$ cat src/hdl/dsr_regs.svh
// dual result serial readout: timing counts, widths and reset values
// assumes a 20 MHz system clock on both ends of the link
`ifndef DSR_REGS_SVH
`define DSR_REGS_SVH

`define DSR_RES_BITS 14
`define DSR_SLOT_BITS 14
`define DSR_FRAME_BITS (`DSR_RES_BITS + `DSR_SLOT_BITS)
`define DSR_CNT_BITS 11
`define DSR_BIT_BITS 5
`define DSR_CLK_PERIOD_NS 50
`define DSR_CONV_TIME_NS 1250
`define DSR_CONV_CYCLES ((`DSR_CONV_TIME_NS + `DSR_CLK_PERIOD_NS - 1) / `DSR_CLK_PERIOD_NS)
`define DSR_POWERUP_TIME_US 70
`define DSR_POWERUP_CYCLES ((`DSR_POWERUP_TIME_US * 1000 + `DSR_CLK_PERIOD_NS - 1) / `DSR_CLK_PERIOD_NS)
`define DSR_START_LOW_CYCLES 4
`define DSR_SCLK_HALF_CYCLES 4
`define DSR_SAMPLE_DELAY_CYCLES 2
`define DSR_FIFO_DEPTH 8
`define DSR_SYNC_HIGH 3'h7
`define DSR_SYNC_LOW 2'h0

`endif

$ cat src/hdl/dsr_pkg.sv
// dual result serial readout: shared types and state records
// assumes dsr_regs.svh is on the include path
package dsr_pkg;
`include "dsr_regs.svh"

    typedef logic [`DSR_RES_BITS-1:0] dsr_res_t;
    typedef logic [`DSR_FRAME_BITS-1:0] dsr_frame_t;
    typedef logic [`DSR_CNT_BITS-1:0] dsr_cnt_t;
    typedef logic [`DSR_BIT_BITS-1:0] dsr_bit_t;

    typedef enum logic [1:0] {
        DSR_D_READY = 2'b00,
        DSR_D_CONVERT = 2'b01,
        DSR_D_SHUTDOWN = 2'b10
    } dsr_dev_mode_t;

    typedef enum logic [2:0] {
        DSR_H_IDLE = 3'b000,
        DSR_H_CONV = 3'b001,
        DSR_H_READ = 3'b010,
        DSR_H_PUSH_A = 3'b011,
        DSR_H_PUSH_B = 3'b100
    } dsr_host_state_t;

    typedef struct packed {
        logic [2:0] cnv_pipe;
        logic [2:0] cs_pipe;
        logic [2:0] sclk_pipe;
        dsr_dev_mode_t mode;
        dsr_cnt_t cnt;
        dsr_res_t samp_a;
        dsr_res_t samp_b;
        dsr_res_t res_a;
        dsr_res_t res_b;
        dsr_frame_t sr_first;
        dsr_frame_t sr_second;
        logic oe;
        logic busy;
        logic powered_down;
    } dsr_dev_regs_t;

    typedef struct packed {
        dsr_host_state_t state;
        logic conversion_start_n_n;
        logic cs_n;
        logic sclk;
        logic [1:0] busy_pipe;
        logic [1:0] first_pipe;
        logic [1:0] second_pipe;
        logic busy_seen;
        logic sd;
        logic single;
        logic line;
        logic idle;
        dsr_cnt_t cnt;
        dsr_cnt_t pwr;
        dsr_bit_t bits;
        dsr_frame_t acc_first;
        dsr_frame_t acc_second;
    } dsr_host_regs_t;

endpackage : dsr_pkg

$ cat src/hdl/dsr_link_if.sv
// dual result serial readout: the pins between converter and host
// assumes the bench reads each data line directly, without resolving it from its output enable
`timescale 1ns/1ps
`default_nettype none

interface dsr_link_if;
    logic conversion_start_n;
    logic chip_select_n;
    logic serial_clock;
    logic busy;
    logic result_out_first;
    logic result_out_first_oe;
    logic result_out_second;
    logic result_out_second_oe;

    modport device (
        input conversion_start_n,
        input chip_select_n,
        input serial_clock,
        output busy,
        output result_out_first,
        output result_out_first_oe,
        output result_out_second,
        output result_out_second_oe
    );

    modport host (
        output conversion_start_n,
        output chip_select_n,
        output serial_clock,
        input busy,
        input result_out_first,
        input result_out_first_oe,
        input result_out_second,
        input result_out_second_oe
    );
endinterface : dsr_link_if

`default_nettype wire

$ cat src/hdl/dsr_host.sv
// dual result serial readout: host end and its result fifo
// assumes link inputs are asynchronous to clk_i; user side runs on clk_i
`timescale 1ns/1ps
`default_nettype none

module dsr_fifo #(
    parameter int WIDTH = 15,
    parameter int DEPTH = 8
) (
    input wire logic clk_i,
    input wire logic reset_n_i,
    input wire logic in_valid_i,
    output logic in_ready_o,
    input wire logic [WIDTH-1:0] in_data_i,
    output logic out_valid_o,
    input wire logic out_ready_i,
    output logic [WIDTH-1:0] out_data_o
);
    localparam int AW = $clog2(DEPTH);

    typedef struct packed {
        logic [DEPTH-1:0][WIDTH-1:0] mem;
        logic [AW-1:0] wr;
        logic [AW-1:0] rd;
        logic [AW:0] count;
        logic valid;
        logic [WIDTH-1:0] head;
    } dsr_fifo_regs_t;

    dsr_fifo_regs_t st_reg;
    dsr_fifo_regs_t st_next;

    always_comb begin
        logic push;
        logic pop;
        push = in_valid_i && (st_reg.count != (AW + 1)'(DEPTH));
        pop = out_valid_o && out_ready_i;
        st_next = st_reg;
        if (push) begin
            st_next.mem[st_reg.wr] = in_data_i;
            st_next.wr = (st_reg.wr == AW'(DEPTH - 1)) ? '0 : st_reg.wr + AW'(1);
        end
        if (pop) begin
            st_next.rd = (st_reg.rd == AW'(DEPTH - 1)) ? '0 : st_reg.rd + AW'(1);
        end
        if (push && !pop) begin
            st_next.count = st_reg.count + (AW + 1)'(1);
        end else if (pop && !push) begin
            st_next.count = st_reg.count - (AW + 1)'(1);
        end
        st_next.valid = st_next.count != '0;
        st_next.head = st_next.mem[st_next.rd];
    end

    always_ff @(posedge clk_i or negedge reset_n_i) begin
        if (!reset_n_i) begin
            st_reg <= '0;
        end else begin
            st_reg <= st_next;
        end
    end

    assign in_ready_o = st_reg.count != (AW + 1)'(DEPTH);
    assign out_valid_o = st_reg.valid;
    assign out_data_o = st_reg.head;
endmodule : dsr_fifo

module dsr_host
    import dsr_pkg::*;
(
    input wire logic clk_i,
    input wire logic reset_n_i,
    dsr_link_if.host link,
    input wire logic start_i,
    input wire logic shutdown_i,
    input wire logic single_line_i,
    input wire logic line_sel_i,
    output logic idle_o,
    output logic result_valid_o,
    input wire logic result_ready_i,
    output logic [`DSR_RES_BITS-1:0] result_data_o,
    output logic result_chan_o
);
    // ************
    // state
    // ************

    localparam dsr_host_regs_t DSR_HOST_RESET = '{
        state: DSR_H_IDLE,
        conversion_start_n_n: 1'b1,
        cs_n: 1'b1,
        sclk: 1'b1,
        busy_pipe: `DSR_SYNC_LOW,
        first_pipe: `DSR_SYNC_LOW,
        second_pipe: `DSR_SYNC_LOW,
        busy_seen: 1'b0,
        sd: 1'b0,
        single: 1'b0,
        line: 1'b0,
        idle: 1'b0,
        cnt: '0,
        pwr: dsr_cnt_t'(`DSR_POWERUP_CYCLES),
        bits: '0,
        acc_first: '0,
        acc_second: '0
    };

    dsr_host_regs_t st_reg;
    dsr_host_regs_t st_next;
    logic fifo_in_valid;
    logic fifo_in_ready;
    logic [`DSR_RES_BITS:0] fifo_in_data;
    logic [`DSR_RES_BITS:0] fifo_out_data;

    // ************
    // next state
    // ************

    always_comb begin
        dsr_frame_t acc;
        dsr_bit_t total;
        acc = st_reg.line ? st_reg.acc_second : st_reg.acc_first;
        total = st_reg.single ? dsr_bit_t'(`DSR_FRAME_BITS) : dsr_bit_t'(`DSR_RES_BITS);
        st_next = st_reg;
        st_next.busy_pipe = {st_reg.busy_pipe[0], link.busy};
        st_next.first_pipe = {st_reg.first_pipe[0], link.result_out_first};
        st_next.second_pipe = {st_reg.second_pipe[0], link.result_out_second};
        if (st_reg.pwr != '0 && st_reg.conversion_start_n_n) begin
            st_next.pwr = st_reg.pwr - dsr_cnt_t'(1);
        end

        case (st_reg.state)
            DSR_H_IDLE: begin
                st_next.idle = st_reg.pwr == '0;
                if (start_i && st_reg.pwr == '0) begin
                    st_next.conversion_start_n_n = 1'b0;
                    st_next.cnt = '0;
                    st_next.sd = shutdown_i;
                    st_next.single = single_line_i;
                    st_next.line = line_sel_i;
                    st_next.busy_seen = 1'b0;
                    st_next.idle = 1'b0;
                    st_next.state = DSR_H_CONV;
                end
            end
            DSR_H_CONV: begin
                if (st_reg.cnt != dsr_cnt_t'(`DSR_START_LOW_CYCLES - 1)) begin
                    st_next.cnt = st_reg.cnt + dsr_cnt_t'(1);
                end else if (!st_reg.sd) begin
                    st_next.conversion_start_n_n = 1'b1;
                end
                if (st_reg.busy_pipe[1]) begin
                    st_next.busy_seen = 1'b1;
                end
                if (st_reg.busy_seen && !st_reg.busy_pipe[1]) begin
                    if (st_reg.sd) begin
                        st_next.conversion_start_n_n = 1'b1;
                        st_next.pwr = dsr_cnt_t'(`DSR_POWERUP_CYCLES);
                    end
                    st_next.cs_n = 1'b0;
                    st_next.cnt = '0;
                    st_next.bits = '0;
                    st_next.state = DSR_H_READ;
                end
            end
            DSR_H_READ: begin
                st_next.cnt = st_reg.cnt + dsr_cnt_t'(1);
                if (st_reg.cnt == dsr_cnt_t'(`DSR_SCLK_HALF_CYCLES - 1)) begin
                    st_next.sclk = 1'b0;
                end
                // synchronised line at this count shows the pin at the fall
                if (st_reg.cnt == dsr_cnt_t'(`DSR_SCLK_HALF_CYCLES + `DSR_SAMPLE_DELAY_CYCLES)) begin
                    st_next.acc_first = {st_reg.acc_first[`DSR_FRAME_BITS-2:0], st_reg.first_pipe[1]};
                    st_next.acc_second = {st_reg.acc_second[`DSR_FRAME_BITS-2:0], st_reg.second_pipe[1]};
                    st_next.bits = st_reg.bits + dsr_bit_t'(1);
                end
                if (st_reg.cnt == dsr_cnt_t'(2 * `DSR_SCLK_HALF_CYCLES - 1)) begin
                    st_next.sclk = 1'b1;
                    st_next.cnt = '0;
                    if (st_reg.bits == total) begin
                        st_next.state = DSR_H_PUSH_A;
                    end
                end
            end
            DSR_H_PUSH_A: begin
                if (fifo_in_ready) begin
                    st_next.state = DSR_H_PUSH_B;
                end
            end
            DSR_H_PUSH_B: begin
                if (fifo_in_ready) begin
                    st_next.cs_n = 1'b1;
                    st_next.state = DSR_H_IDLE;
                end
            end
            default: begin
                st_next.state = DSR_H_IDLE;
            end
        endcase

        // ************
        // result words: channel bit above the data
        // ************

        fifo_in_valid = (st_reg.state == DSR_H_PUSH_A) || (st_reg.state == DSR_H_PUSH_B);
        if (st_reg.single) begin
            // combined frame: lead result, then the other one in the lower slot
            if (st_reg.state == DSR_H_PUSH_A) begin
                fifo_in_data = {st_reg.line, acc[`DSR_FRAME_BITS-1:`DSR_SLOT_BITS]};
            end else begin
                fifo_in_data = {~st_reg.line, acc[`DSR_RES_BITS-1:0]};
            end
        end else if (st_reg.state == DSR_H_PUSH_A) begin
            fifo_in_data = {1'b0, st_reg.acc_first[`DSR_RES_BITS-1:0]};
        end else begin
            fifo_in_data = {1'b1, st_reg.acc_second[`DSR_RES_BITS-1:0]};
        end
    end

    always_ff @(posedge clk_i or negedge reset_n_i) begin
        if (!reset_n_i) begin
            st_reg <= DSR_HOST_RESET;
        end else begin
            st_reg <= st_next;
        end
    end

    // ************
    // result buffer and outputs
    // ************

    dsr_fifo #(
        .WIDTH(`DSR_RES_BITS + 1),
        .DEPTH(`DSR_FIFO_DEPTH)
    ) u_fifo (
        .clk_i(clk_i),
        .reset_n_i(reset_n_i),
        .in_valid_i(fifo_in_valid),
        .in_ready_o(fifo_in_ready),
        .in_data_i(fifo_in_data),
        .out_valid_o(result_valid_o),
        .out_ready_i(result_ready_i),
        .out_data_o(fifo_out_data)
    );

    assign result_data_o = fifo_out_data[`DSR_RES_BITS-1:0];
    assign result_chan_o = fifo_out_data[`DSR_RES_BITS];
    assign idle_o = st_reg.idle;
    assign link.conversion_start_n = st_reg.conversion_start_n_n;
    assign link.chip_select_n = st_reg.cs_n;
    assign link.serial_clock = st_reg.sclk;

endmodule : dsr_host

`default_nettype wire

$ cat src/flat_wrapper.sv
// flat-port wrapper written by rule: the top's interface ports become plain ports
module dsr_host_flat import dsr_pkg::*;
  (clk_i, reset_n_i, start_i, shutdown_i, single_line_i, line_sel_i, idle_o, result_valid_o, result_ready_i, result_data_o, result_chan_o, link_conversion_start_n, link_chip_select_n, link_serial_clock, link_busy, link_result_out_first, link_result_out_first_oe, link_result_out_second, link_result_out_second_oe);
  dsr_link_if link_i ();
  input wire logic clk_i;
  input wire logic reset_n_i;
  input wire logic start_i;
  input wire logic shutdown_i;
  input wire logic single_line_i;
  input wire logic line_sel_i;
  output logic idle_o;
  output logic result_valid_o;
  input wire logic result_ready_i;
  output logic [`DSR_RES_BITS-1:0] result_data_o;
  output logic result_chan_o;
  output wire logic [$bits(link_i.conversion_start_n)-1:0] link_conversion_start_n;
  output wire logic [$bits(link_i.chip_select_n)-1:0] link_chip_select_n;
  output wire logic [$bits(link_i.serial_clock)-1:0] link_serial_clock;
  input wire logic [$bits(link_i.busy)-1:0] link_busy;
  input wire logic [$bits(link_i.result_out_first)-1:0] link_result_out_first;
  input wire logic [$bits(link_i.result_out_first_oe)-1:0] link_result_out_first_oe;
  input wire logic [$bits(link_i.result_out_second)-1:0] link_result_out_second;
  input wire logic [$bits(link_i.result_out_second_oe)-1:0] link_result_out_second_oe;
  assign link_conversion_start_n = link_i.conversion_start_n;
  assign link_chip_select_n = link_i.chip_select_n;
  assign link_serial_clock = link_i.serial_clock;
  assign link_i.busy = link_busy;
  assign link_i.result_out_first = link_result_out_first;
  assign link_i.result_out_first_oe = link_result_out_first_oe;
  assign link_i.result_out_second = link_result_out_second;
  assign link_i.result_out_second_oe = link_result_out_second_oe;
  dsr_host u_core (.clk_i(clk_i), .reset_n_i(reset_n_i), .link(link_i), .start_i(start_i), .shutdown_i(shutdown_i), .single_line_i(single_line_i), .line_sel_i(line_sel_i), .idle_o(idle_o), .result_valid_o(result_valid_o), .result_ready_i(result_ready_i), .result_data_o(result_data_o), .result_chan_o(result_chan_o));
endmodule
$ cat config.mk
export PLATFORM = sky130hd
export DESIGN_NAME = dsr_host_flat
export DESIGN_NICKNAME = d
export VERILOG_FILES = /design/src/hdl/dsr_pkg.sv /design/src/hdl/dsr_link_if.sv /design/src/hdl/dsr_host.sv /design/src/flat_wrapper.sv
export VERILOG_INCLUDE_DIRS = /design/src /design/src/hdl
export SDC_FILE = /design/constraint.sdc
export NUM_CORES = 1
export LEC_CHECK = 0
export BUFFER_PORTS_ARGS = -buffer_cell sky130_fd_sc_hd__buf_2
export CAP_MARGIN = 15
export CORE_ASPECT_RATIO = 1.25
export CORE_MARGIN = 10
export CORE_UTILIZATION = 60
export CTS_BUF_LIST = sky130_fd_sc_hd__clkbuf_8
export DETAILED_ROUTE_END_ITERATION = 7
export PLACE_DENSITY = 0.77
export SLEW_MARGIN = 0
export SYNTH_ARGS = -nofsm -noshare
export SYNTH_HDL_FRONTEND = slang
export SYNTH_SLANG_ARGS = --single-unit
$ cat constraint.sdc
create_clock -name clk_i -period 7.98 [get_ports clk_i]
set_input_delay 0 -clock clk_i [delete_from_list [all_inputs] [get_ports clk_i]]
set_output_delay 0 -clock clk_i [all_outputs]
set_load 0.005 [all_outputs]
==> flow_metrics.tcl, run 1 <==
set metrics [dict create \
    antenna_cells 0 \
    cts_setup_buffers 0 \
    fmax_mhz 288 \
    critPathRequiredTime_ns 8.39 \
    vias_per_cell 6.13 \
    clk_pin_slew_ns 0.06 \
    relSlewSlack_pct 31.4 \
    routedWlPerCell_um 17.7 \
    worstPathMaxFanout 41 \
    finalSetupTns_ns 0 \
    switchingPower_mw 1.56 \
    rsz0062_at_grt "no" \
    placementRows 57 \
    reg2reg_to "u_core.u_fifo.out_data_o[1]" \
    cts_tree "built" \
    setup_viol 0 \
    synth_most_common_cell "dfrtp_1" \
    grt_overflow_total 0 \
    r2r-start "u_core.u_fifo.st_reg[20]" \
    final_nets 1189 \
    ctsResizeCount 0 \
    fin_crit_sh_pct 43.5 \
    grt_usage_pct 19.9 \
    slew_viol_final 0 \
    cp_data_arrival_time_ns 3.88 \
    synth-seq-cells 246 \
    r2r_cells 11 \
    grt_max_degree 99 \
    cp-end-kind "register" \
    status "finished, final reports clean" \
    period_needed_ns 3.47 \
    dieArea_um2 25900 \
    clockPowerShare_pct 24.6 \
    clock_skew_ns 0.0170 \
    vias 8918 \
    drc 0 \
    crit_path_cell_trace "ha_1, ha_1, nor4bb_1, a21oi_4, buf_4, inv_1, buf_4, nand2_1, o221ai_1, o22ai_1, o31a_1" \
    avgSynthCellArea_um2 10.2 \
    slowest_delay_ns 0.47 \
    ios 32 \
    tightestPinTransition_ns 1.03 \
    p_total_mw 4.10 \
    hold_path.class "primary input to async pin" \
    drtPass1Iterations 5 \
    core_um2 19500 \
    io_buffers 29 \
    ys_types 60 \
    htree_levels 2 \
    ant_nets 0 \
    dp_hpwl_um 16000 \
    syn_area_um2 11900 \
    grt_pass1_wl_um 43400 \
    endpoint "u_core.u_fifo.out_data_o[1]" \
    synth_fp_nets 1187 \
    sw_frac_of_total_pct 38.0 \
    drtIter0Drc 561 \
    start_kind "register" \
    synth-edff-count 0 \
    synth_top_cell_by_area "dfrtp_1" \
    yosys_warnings 0 \
    power_density_nw_per_um2 315 \
    root_buffer "clkbuf_8" \
    max-cap-violations 0 \
    path_class "register to register" \
    final_hold_viol_count 0 \
    die_w_um 146 \
    yosysTopAreaCellShare_pct 49.7 \
    startpoint "u_core.u_fifo.st_reg[20]" \
    hold_ws_ns 0.101 \
    first_global_vias 8732 \
    syn_to_final_growth_pct 9.12 \
    synthArstFlopShare_pct 100 \
    gp_congestion 0.796 \
    pwr-share-seq_pct 39.1 \
    largest_reg_flops 130 \
    path_depth 11 \
    critPathBufInv 3 \
    p_int_mw 2.55 \
    start_util_pct 61.2 \
    p_leak_nw 5.78 \
    yosysSeqAreaShare_pct 51.7 \
    netlist_instances 1164 \
    antenna_found_initial 0 \
    peakVddDrop_mv 0.229 \
    synthTopCellsByCount "dfrtp_1 (237), nand2_1 (118), a21oi_1 (95)" \
    die_y_um 178 \
    crit_family "simple AND/OR/NAND/NOR gates" \
    wl_um 25800 \
    synth_area_leaders "dfrtp_1 (50%), mux2_2 (6.6%), a21oi_1 (4.0%)" \
    clk_latency_ns 0.53 \
    critical-path-slowest-cell "nand2_1" \
    cts.path.max_buffers 3 \
    rrSetupSlack_ns 4.51 \
    numCtsBuffers 38 \
    cts_num_sinks 246 \
    drive_above_1_share_pct 17.4 \
    synth-main-ff-cell "dfrtp_1" \
    power_frac_comb_pct 36.3 \
]
==> worst reg2reg max path, cell delays in order (launching register included) <==
cell	delay (ns)
dfrtp_1	0.42
ha_1	0.22
ha_1	0.18
nor4bb_1	0.44
a21oi_4	0.03
buf_4	0.29
inv_1	0.12
buf_4	0.35
nand2_1	0.50
o221ai_1	0.40
o22ai_1	0.12
o31a_1	0.29
==> worst min-delay path by stage <==
| stage | from | endpoint | slack, ns | cells after the start |
|---|---|---|---|---|
| 3_3_place_gp | reset_n_i | u_core.u_fifo.out_data_o[13] | 0.08 | 1 |
| 2_1_floorplan | reset_n_i | u_core.idle_o | -0.30 | 0 |
| 4_1_cts | link_result_out_second | u_core.st_next[89] | 0.09 | 2 |
| 5_1_grt | link_result_out_first | u_core.st_next[91] | 0.10 | 2 |
| 3_5_place_dp | reset_n_i | u_core.u_fifo.st_reg[39] | 0.09 | 1 |
| 6_report | reset_n_i | u_core.u_fifo.st_reg[39] | 0.10 | 2 |
==> routing by layer <==
metal | track usage (%) | wire [µm]
met5 | 0 | 0
met2 | 34.4 | 12800
met3 | 3.49 | 1420
met1 | 25.0 | 11100
met4 | 6.47 | 484
==> cell usage in the layout, fill, tap and decap left out, drive strengths merged, types with 11 or more instances in the layout <==
cell | synthesis | final
o221ai | 26 | 26
o31ai | 13 | 13
inv | 19 | 31
o21ai | 90 | 90
nor2 | 81 | 81
buf | 42 | 52
a221oi | 13 | 13
o32a | 13 | 13
nand3 | 24 | 24
a21oi | 95 | 95
o31a | 14 | 14
mux2 | 70 | 70
ha | 11 | 11
or4 | 16 | 16
o2111ai | 14 | 14
nor3 | 46 | 46
clkbuf | 56 | 48
nand2 | 118 | 118
or3 | 15 | 15
mux2i | 30 | 30
o22ai | 13 | 13
dfrtp | 237 | 237
==> metrics by stage <==
step           area (µm²)  worst slack, ns  util, %  std cells
2_1_floorplan       11900             5.44        -       1164
4_1_cts             13000             4.54     66.8       1456
3_5_place_dp        12200             4.56     62.7       1383
5_1_grt             13000             4.32     66.8       1456
6_report            13000             4.51     66.8       1456
3_3_place_gp        12200             4.57     62.7       1383
==> layout make-up <==
| cell class | count | area [µm²] |
|---|---|---|
| clock inverters | 17 | 72.6 |
| multi-input cells | 800 | 5300 |
| repair buffers | 60 | 408 |
| well taps | 265 | 332 |
| fillers | 1535 | 6460 |
| clock buffers | 48 | 661 |
| flip-flops and latches | 246 | 6170 |
| inverters | 20 | 75.1 |
==> cell families after synthesis <==
logic type	after synthesis	synth area share, %
simple gates	346	13.7
xor+xnor	17	1.25
buf+inv	118	4.38
fa+ha+maj	11	1.15
mux	100	9.13
flops	246	51.7
compound gates	326	18.7
==> repair_timing <==
action	in CTS	in global routing
setup endpoints to repair	0	0
hold endpoints to repair	103	0
hold buffers	8	0
==> power by group through the flow <==
stage	clock network (mW)	logic, mW	registers [mW]
floorplan	0	1.16	1.55
global route	1.09	1.65	1.62
finish	1.01	1.49	1.60
global placement	0	1.44	1.61
CTS	1.03	1.48	1.60
detailed placement	0	1.46	1.62
(Power assumes the default switching activity.)
==> inputs of run 2 (changes only) <==
Settings changed: CORE_UTILIZATION 60 to 59, PLACE_DENSITY 0.77 to 0.79.
Clock period 7.98 ns to 3 ns, I/O delays scaled along.
==> flow_metrics.tcl, run 2 (synthesized netlist as in run 1, its figures left out) <==
set metrics [dict create \
    status "finished, final reports clean" \
    final_cell_mix "dfrtp_1 (237), nand2_1 (115), a21oi_1 (94)" \
    gp_congestion 0.816 \
    syn_to_final_growth_pct 12.8 \
    placementRows 58 \
    grt_pass1_wl_um 45600 \
    antenna_found_initial 0 \
    cp-end-kind "register" \
    drtIter0Drc 589 \
    dp.cells 1422 \
    critical-path-slowest-cell "or4_1" \
    drive_above_1_share_pct 20.6 \
    m1WireLength_um 11500 \
    root_buffer "clkbuf_8" \
    path_class "register to register" \
    cts.path.max_buffers 3 \
    die_y_um 179 \
    slowest_delay_ns 0.52 \
    rrSetupSlack_ns 0.15 \
    dp_hpwl_um 17100 \
    n_fill_cell 1551 \
    vias 9239 \
    ios 32 \
    antenna_cells 0 \
    p_leak_nw 5.98 \
    start_util_pct 59.5 \
    drtPass1Iterations 5 \
    clk_pin_slew_ns 0.06 \
    routedWlPerCell_um 18.0 \
    worstPathMaxFanout 28 \
    cts_tree "built" \
    crit_path_cell_trace "ha_1, ha_1, nor4bb_4, a21oi_4, inv_2, buf_12, nor3_1, or4_1, o2111ai_1, o31a_1" \
    rsz0062_at_grt "no" \
    reg2reg_to "u_core.u_fifo.out_data_o[12]" \
    setup_viol 0 \
    critPathRequiredTime_ns 3.48 \
    final_hold_viol_count 0 \
    tightestPinTransition_ns 0.863 \
    instances_no_fill 1497 \
    largest_reg_flops 130 \
    layout_commonest_cell "dfrtp_1" \
    routed-wl-met2_um 13300 \
    grt_max_degree 100 \
    cp_data_arrival_time_ns 3.33 \
    clk_latency_ns 0.55 \
    fin_crit_sh_pct 94.9 \
    hold_path.class "primary input to async pin" \
    critPathBufInv 2 \
    final_util_pct 67.1 \
    seq_area_um2 6170 \
    max-cap-violations 0 \
    final_nets 1225 \
    start_kind "register" \
    peakVddDrop_mv 0.618 \
    crit_family "simple AND/OR/NAND/NOR gates" \
    numCtsBuffers 39 \
    dieArea_um2 26300 \
    multi_input_area_um2 5340 \
    htree_levels 2 \
    drc 0 \
    core_um2 20000 \
    slew_viol_final 0 \
    wl_um 26900 \
    die_w_um 147 \
    highest_layer "met4" \
    fmax_mhz 351 \
    cp_common_cell "ha_1" \
    io_buffers 29 \
    relSlewSlack_pct 42.5 \
    vias_per_cell 6.17 \
    power_density_nw_per_um2 838 \
    grt_usage_pct 20.6 \
    wl_met3_um 1530 \
    period_needed_ns 2.85 \
    grt_overflow_total 0 \
    r2r-start "u_core.u_fifo.st_reg[20]" \
    p_total_mw 11.3 \
    cts_num_sinks 246 \
    r2r_cells 10 \
    ant_nets 0 \
    clock_skew_ns 0.0200 \
    first_global_vias 9250 \
]
[run 2: changes by cell type in the layout (fill, tap and decap cells not counted), moves of 3 or more]
cell      previous run  this run
buf_4               23        50
buf_12               0         7
inv_1               31        26
clkbuf_8            48        52
nand2_1            118       115
nand2_2              0         3
[run 2: metal layers]
metal  up-vias  GRT usage [%]
li1       4351              -
met1      4548           26.0
met2       292           34.4
met3        48           4.17
met4         0           7.73
met5         -              0
[run 2: how the worst max path moves through the flow]
stage	end	depth (start not counted)	slack (ns)	startpoint
6_report	u_core.u_fifo.out_data_o[12]	10	0.15	u_core.u_fifo.st_reg[20]
5_1_grt	u_core.u_fifo.out_data_o[1]	10	0.02	u_core.u_fifo.st_reg[20]
4_1_cts	u_core.u_fifo.out_data_o[0]	10	0.02	u_core.u_fifo.st_reg[20]
3_5_place_dp	u_core.u_fifo.out_data_o[12]	9	-0.07	u_core.u_fifo.st_reg[20]
3_3_place_gp	u_core.u_fifo.out_data_o[12]	9	0.05	u_core.u_fifo.st_reg[20]
2_1_floorplan	u_core.u_fifo.out_data_o[10]	11	0.46	u_core.u_fifo.st_reg[20]
[run 2: power breakdown]
| group | internal [mW] | leakage [nW] | switching [mW] |
|---|---|---|---|
| Combinational | 1.64 | 2.23 | 2.61 |
| Clock | 1.54 | 0.437 | 1.29 |
| Sequential | 3.84 | 3.31 | 0.353 |
[run 2: repair_timing]
item | CTS | global route
cloned | 0 | 1
hold buffers | 8 | 0
endpoints found under the hold margin | 102 | 0
buffers inserted | 0 | 0
pin swaps | 0 | 0
resized for setup | 2 | 6
setup endpoints to repair | 13 | 13
[run 2: cell type report]
class / instances / area share, %
Multi-Input combinational cell: 801 / 39.7
Inverter: 20 / 0.558
Sequential cell: 246 / 45.9
Tap cell: 270 / 2.51
Clock buffer: 52 / 5.32
Timing Repair Buffer: 94 / 5.58
Clock inverter: 14 / 0.493
[run 2: per-stage QoR]
stage | worst slack (ns) | hold WS (ns) | area (µm²) | TNS (ns)
2_1_floorplan | 0.461 | -0.296 | 11900 | 0
3_3_place_gp | 0.0450 | 0.0892 | 12500 | 0
3_5_place_dp | -0.0734 | 0.106 | 12500 | -0.676
4_1_cts | 0.0168 | 0.0698 | 13400 | 0
5_1_grt | 0.0228 | 0.0791 | 13400 | 0
6_report | 0.152 | 0.0904 | 13400 | 0
==> inputs of run 3 (changes only) <==
Settings changed: CORE_UTILIZATION 59 to 40, PLACE_DENSITY 0.79 to not set, PLACE_DENSITY_LB_ADDON set to 0.25.
==> flow_metrics.tcl, run 3 (synthesized netlist as in run 1, its figures left out) <==
set metrics [dict create \
    status "finished, final reports clean" \
    critical-path-slowest-cell "or4_1" \
    cts_num_sinks 246 \
    crit_path_cell_trace "ha_1, ha_1, nor4bb_4, a21oi_4, mux2_2, or4_1, o2111ai_1, o31a_1" \
    grt_overflow_total 0 \
    critPathBufInv 0 \
    largest_reg_flops 130 \
    critPathRequiredTime_ns 3.48 \
    rrSetupSlack_ns 0.04 \
    power_frac_comb_pct 37.3 \
    reg2reg_to "u_core.u_fifo.out_data_o[4]" \
    antenna_found_initial 0 \
    r2r-start "u_core.u_fifo.st_reg[20]" \
    gp_congestion 0.783 \
    dp_hpwl_um 18000 \
    switchingPower_mw 4.41 \
    clk_pin_slew_ns 0.06 \
    first_global_vias 9108 \
    routedWlPerCell_um 17.9 \
    drc 0 \
    cp-end-kind "register" \
    clock_skew_ns 0.0294 \
    clk_latency_ns 0.57 \
    max-cap-violations 0 \
    grt_pass1_wl_um 48300 \
    cts_tree "built" \
    relSlewSlack_pct 38.7 \
    slowest_delay_ns 0.54 \
    drtIter0Drc 683 \
    clockPowerShare_pct 26.1 \
    slew_viol_final 0 \
    fmax_mhz 338 \
    dpl_worst_slack_ns -0.0286 \
    ant_nets 0 \
    pwr-share-seq_pct 36.6 \
    hold_depth 2 \
    p_int_mw 7.17 \
    final_cell_mix "dfrtp_1 (237), nand2_1 (115), a21oi_1 (94)" \
    layout_commonest_cell "dfrtp_1" \
    worstHoldStart "link_busy" \
    syn_to_final_growth_pct 15.4 \
    antenna_cells 0 \
    peakVddDrop_mv 0.414 \
    hold_ws_ns 0.0796 \
    crit_family "simple AND/OR/NAND/NOR gates" \
    dieArea_um2 37200 \
    die_w_um 174 \
    hold_path.class "primary input to register" \
    p_leak_nw 6.08 \
    root_buffer "clkbuf_8" \
    start_util_pct 40.6 \
    setup_viol 0 \
    start_kind "register" \
    worstPathMaxFanout 13 \
    die_y_um 213 \
    wl_um 29400 \
    dp.cells 1546 \
    vias 9093 \
    io_buffers 29 \
    p_total_mw 11.6 \
    final_hold_viol_count 0 \
    placementRows 70 \
    numCtsBuffers 44 \
    path_class "register to register" \
    setup_slack_ns 0.0450 \
    drtPass1Iterations 6 \
    cp_common_cell "ha_1" \
    grt_max_degree 84 \
    instances_no_fill 1641 \
    htree_levels 2 \
    cp_data_arrival_time_ns 3.43 \
    sw_frac_of_total_pct 38.1 \
    drive_above_1_share_pct 20.6 \
    cts.path.max_buffers 3 \
    ios 32 \
    tightestPinTransition_ns 0.919 \
    power_density_nw_per_um2 841 \
    period_needed_ns 2.96 \
    grt_usage_pct 15.6 \
    final_util_pct 46.9 \
    r2r_cells 8 \
    holdPathEnd "u_core.st_next[93]" \
    final_nets 1238 \
    core_um2 29300 \
    fin_crit_sh_pct 98.5 \
    vias_per_cell 5.54 \
]
## run 3: changes by cell type in the layout (fill, tap and decap cells not counted)
cell           change
inv_1             +11
clkbuf_8           +2
inv_8              +1
clkinv_2           -4
mux2_4             -1
dlygate4sd3_1      +4
buf_6              +1
buf_12             +2
mux2_2             +1
buf_4              +1
## run 3: final cells by class
| class | instances | area (µm²) |
|---|---|---|
| Clock buffer | 54 | 743 |
| Clock inverter | 22 | 98.8 |
| Fill cell | 2752 | 15600 |
| Inverter | 20 | 75.1 |
| Multi-Input combinational cell | 801 | 5330 |
| Sequential cell | 246 | 6170 |
| Tap cell | 396 | 495 |
| Timing Repair Buffer | 102 | 850 |
## run 3: per-stage QoR
step	setup TNS, ns	cell area, µm²
4_1_cts	0	13700
5_1_grt	-0.0129	13800
2_1_floorplan	0	11900
6_report	0	13800
3_5_place_dp	-0.121	12700
3_3_place_gp	0	12700
## run 3: power groups by stage
stage          logic [mW]  registers [mW]  clock network (mW)
2_1_floorplan        3.09            4.12                   0
6_report             4.31            4.24                3.02
4_1_cts              4.22            4.23                3.11
3_5_place_dp         4.13            4.28                   0
5_1_grt              4.76            4.31                3.27
3_3_place_gp         4.06            4.27                   0
## run 3: what timing repair did
action,4_1_cts,5_1_grt
endpoints found under the hold margin,252,0
pin swaps,0,1
cloned,0,1
hold buffers,13,0
gates resized for setup,3,5
buffers inserted,0,5
endpoints found under the setup margin,12,13
## run 3: worst max path at each step
stage | start | end | slack [ns] | depth (start not counted)
floorplan | u_core.u_fifo.st_reg[20] | u_core.u_fifo.out_data_o[10] | 0.46 | 11
global placement | u_core.u_fifo.st_reg[20] | u_core.u_fifo.out_data_o[2] | 0.05 | 9
detailed placement | u_core.u_fifo.st_reg[20] | u_core.u_fifo.out_data_o[2] | -0.03 | 9
CTS | u_core.u_fifo.st_reg[20] | u_core.u_fifo.out_data_o[3] | 0.04 | 10
global route | u_core.u_fifo.st_reg[20] | u_core.u_fifo.out_data_o[4] | -0.01 | 8
finish | u_core.u_fifo.st_reg[20] | u_core.u_fifo.out_data_o[4] | 0.04 | 8
## run 3: per-layer routing
layer  up-vias  GRT usage (%)  wire length, µm
li1       4357              -                -
met1      4467           19.9            13100
met2       212           26.2            14200
met3        57           2.77             1340
met4         0           5.43              705
met5         -              0                0
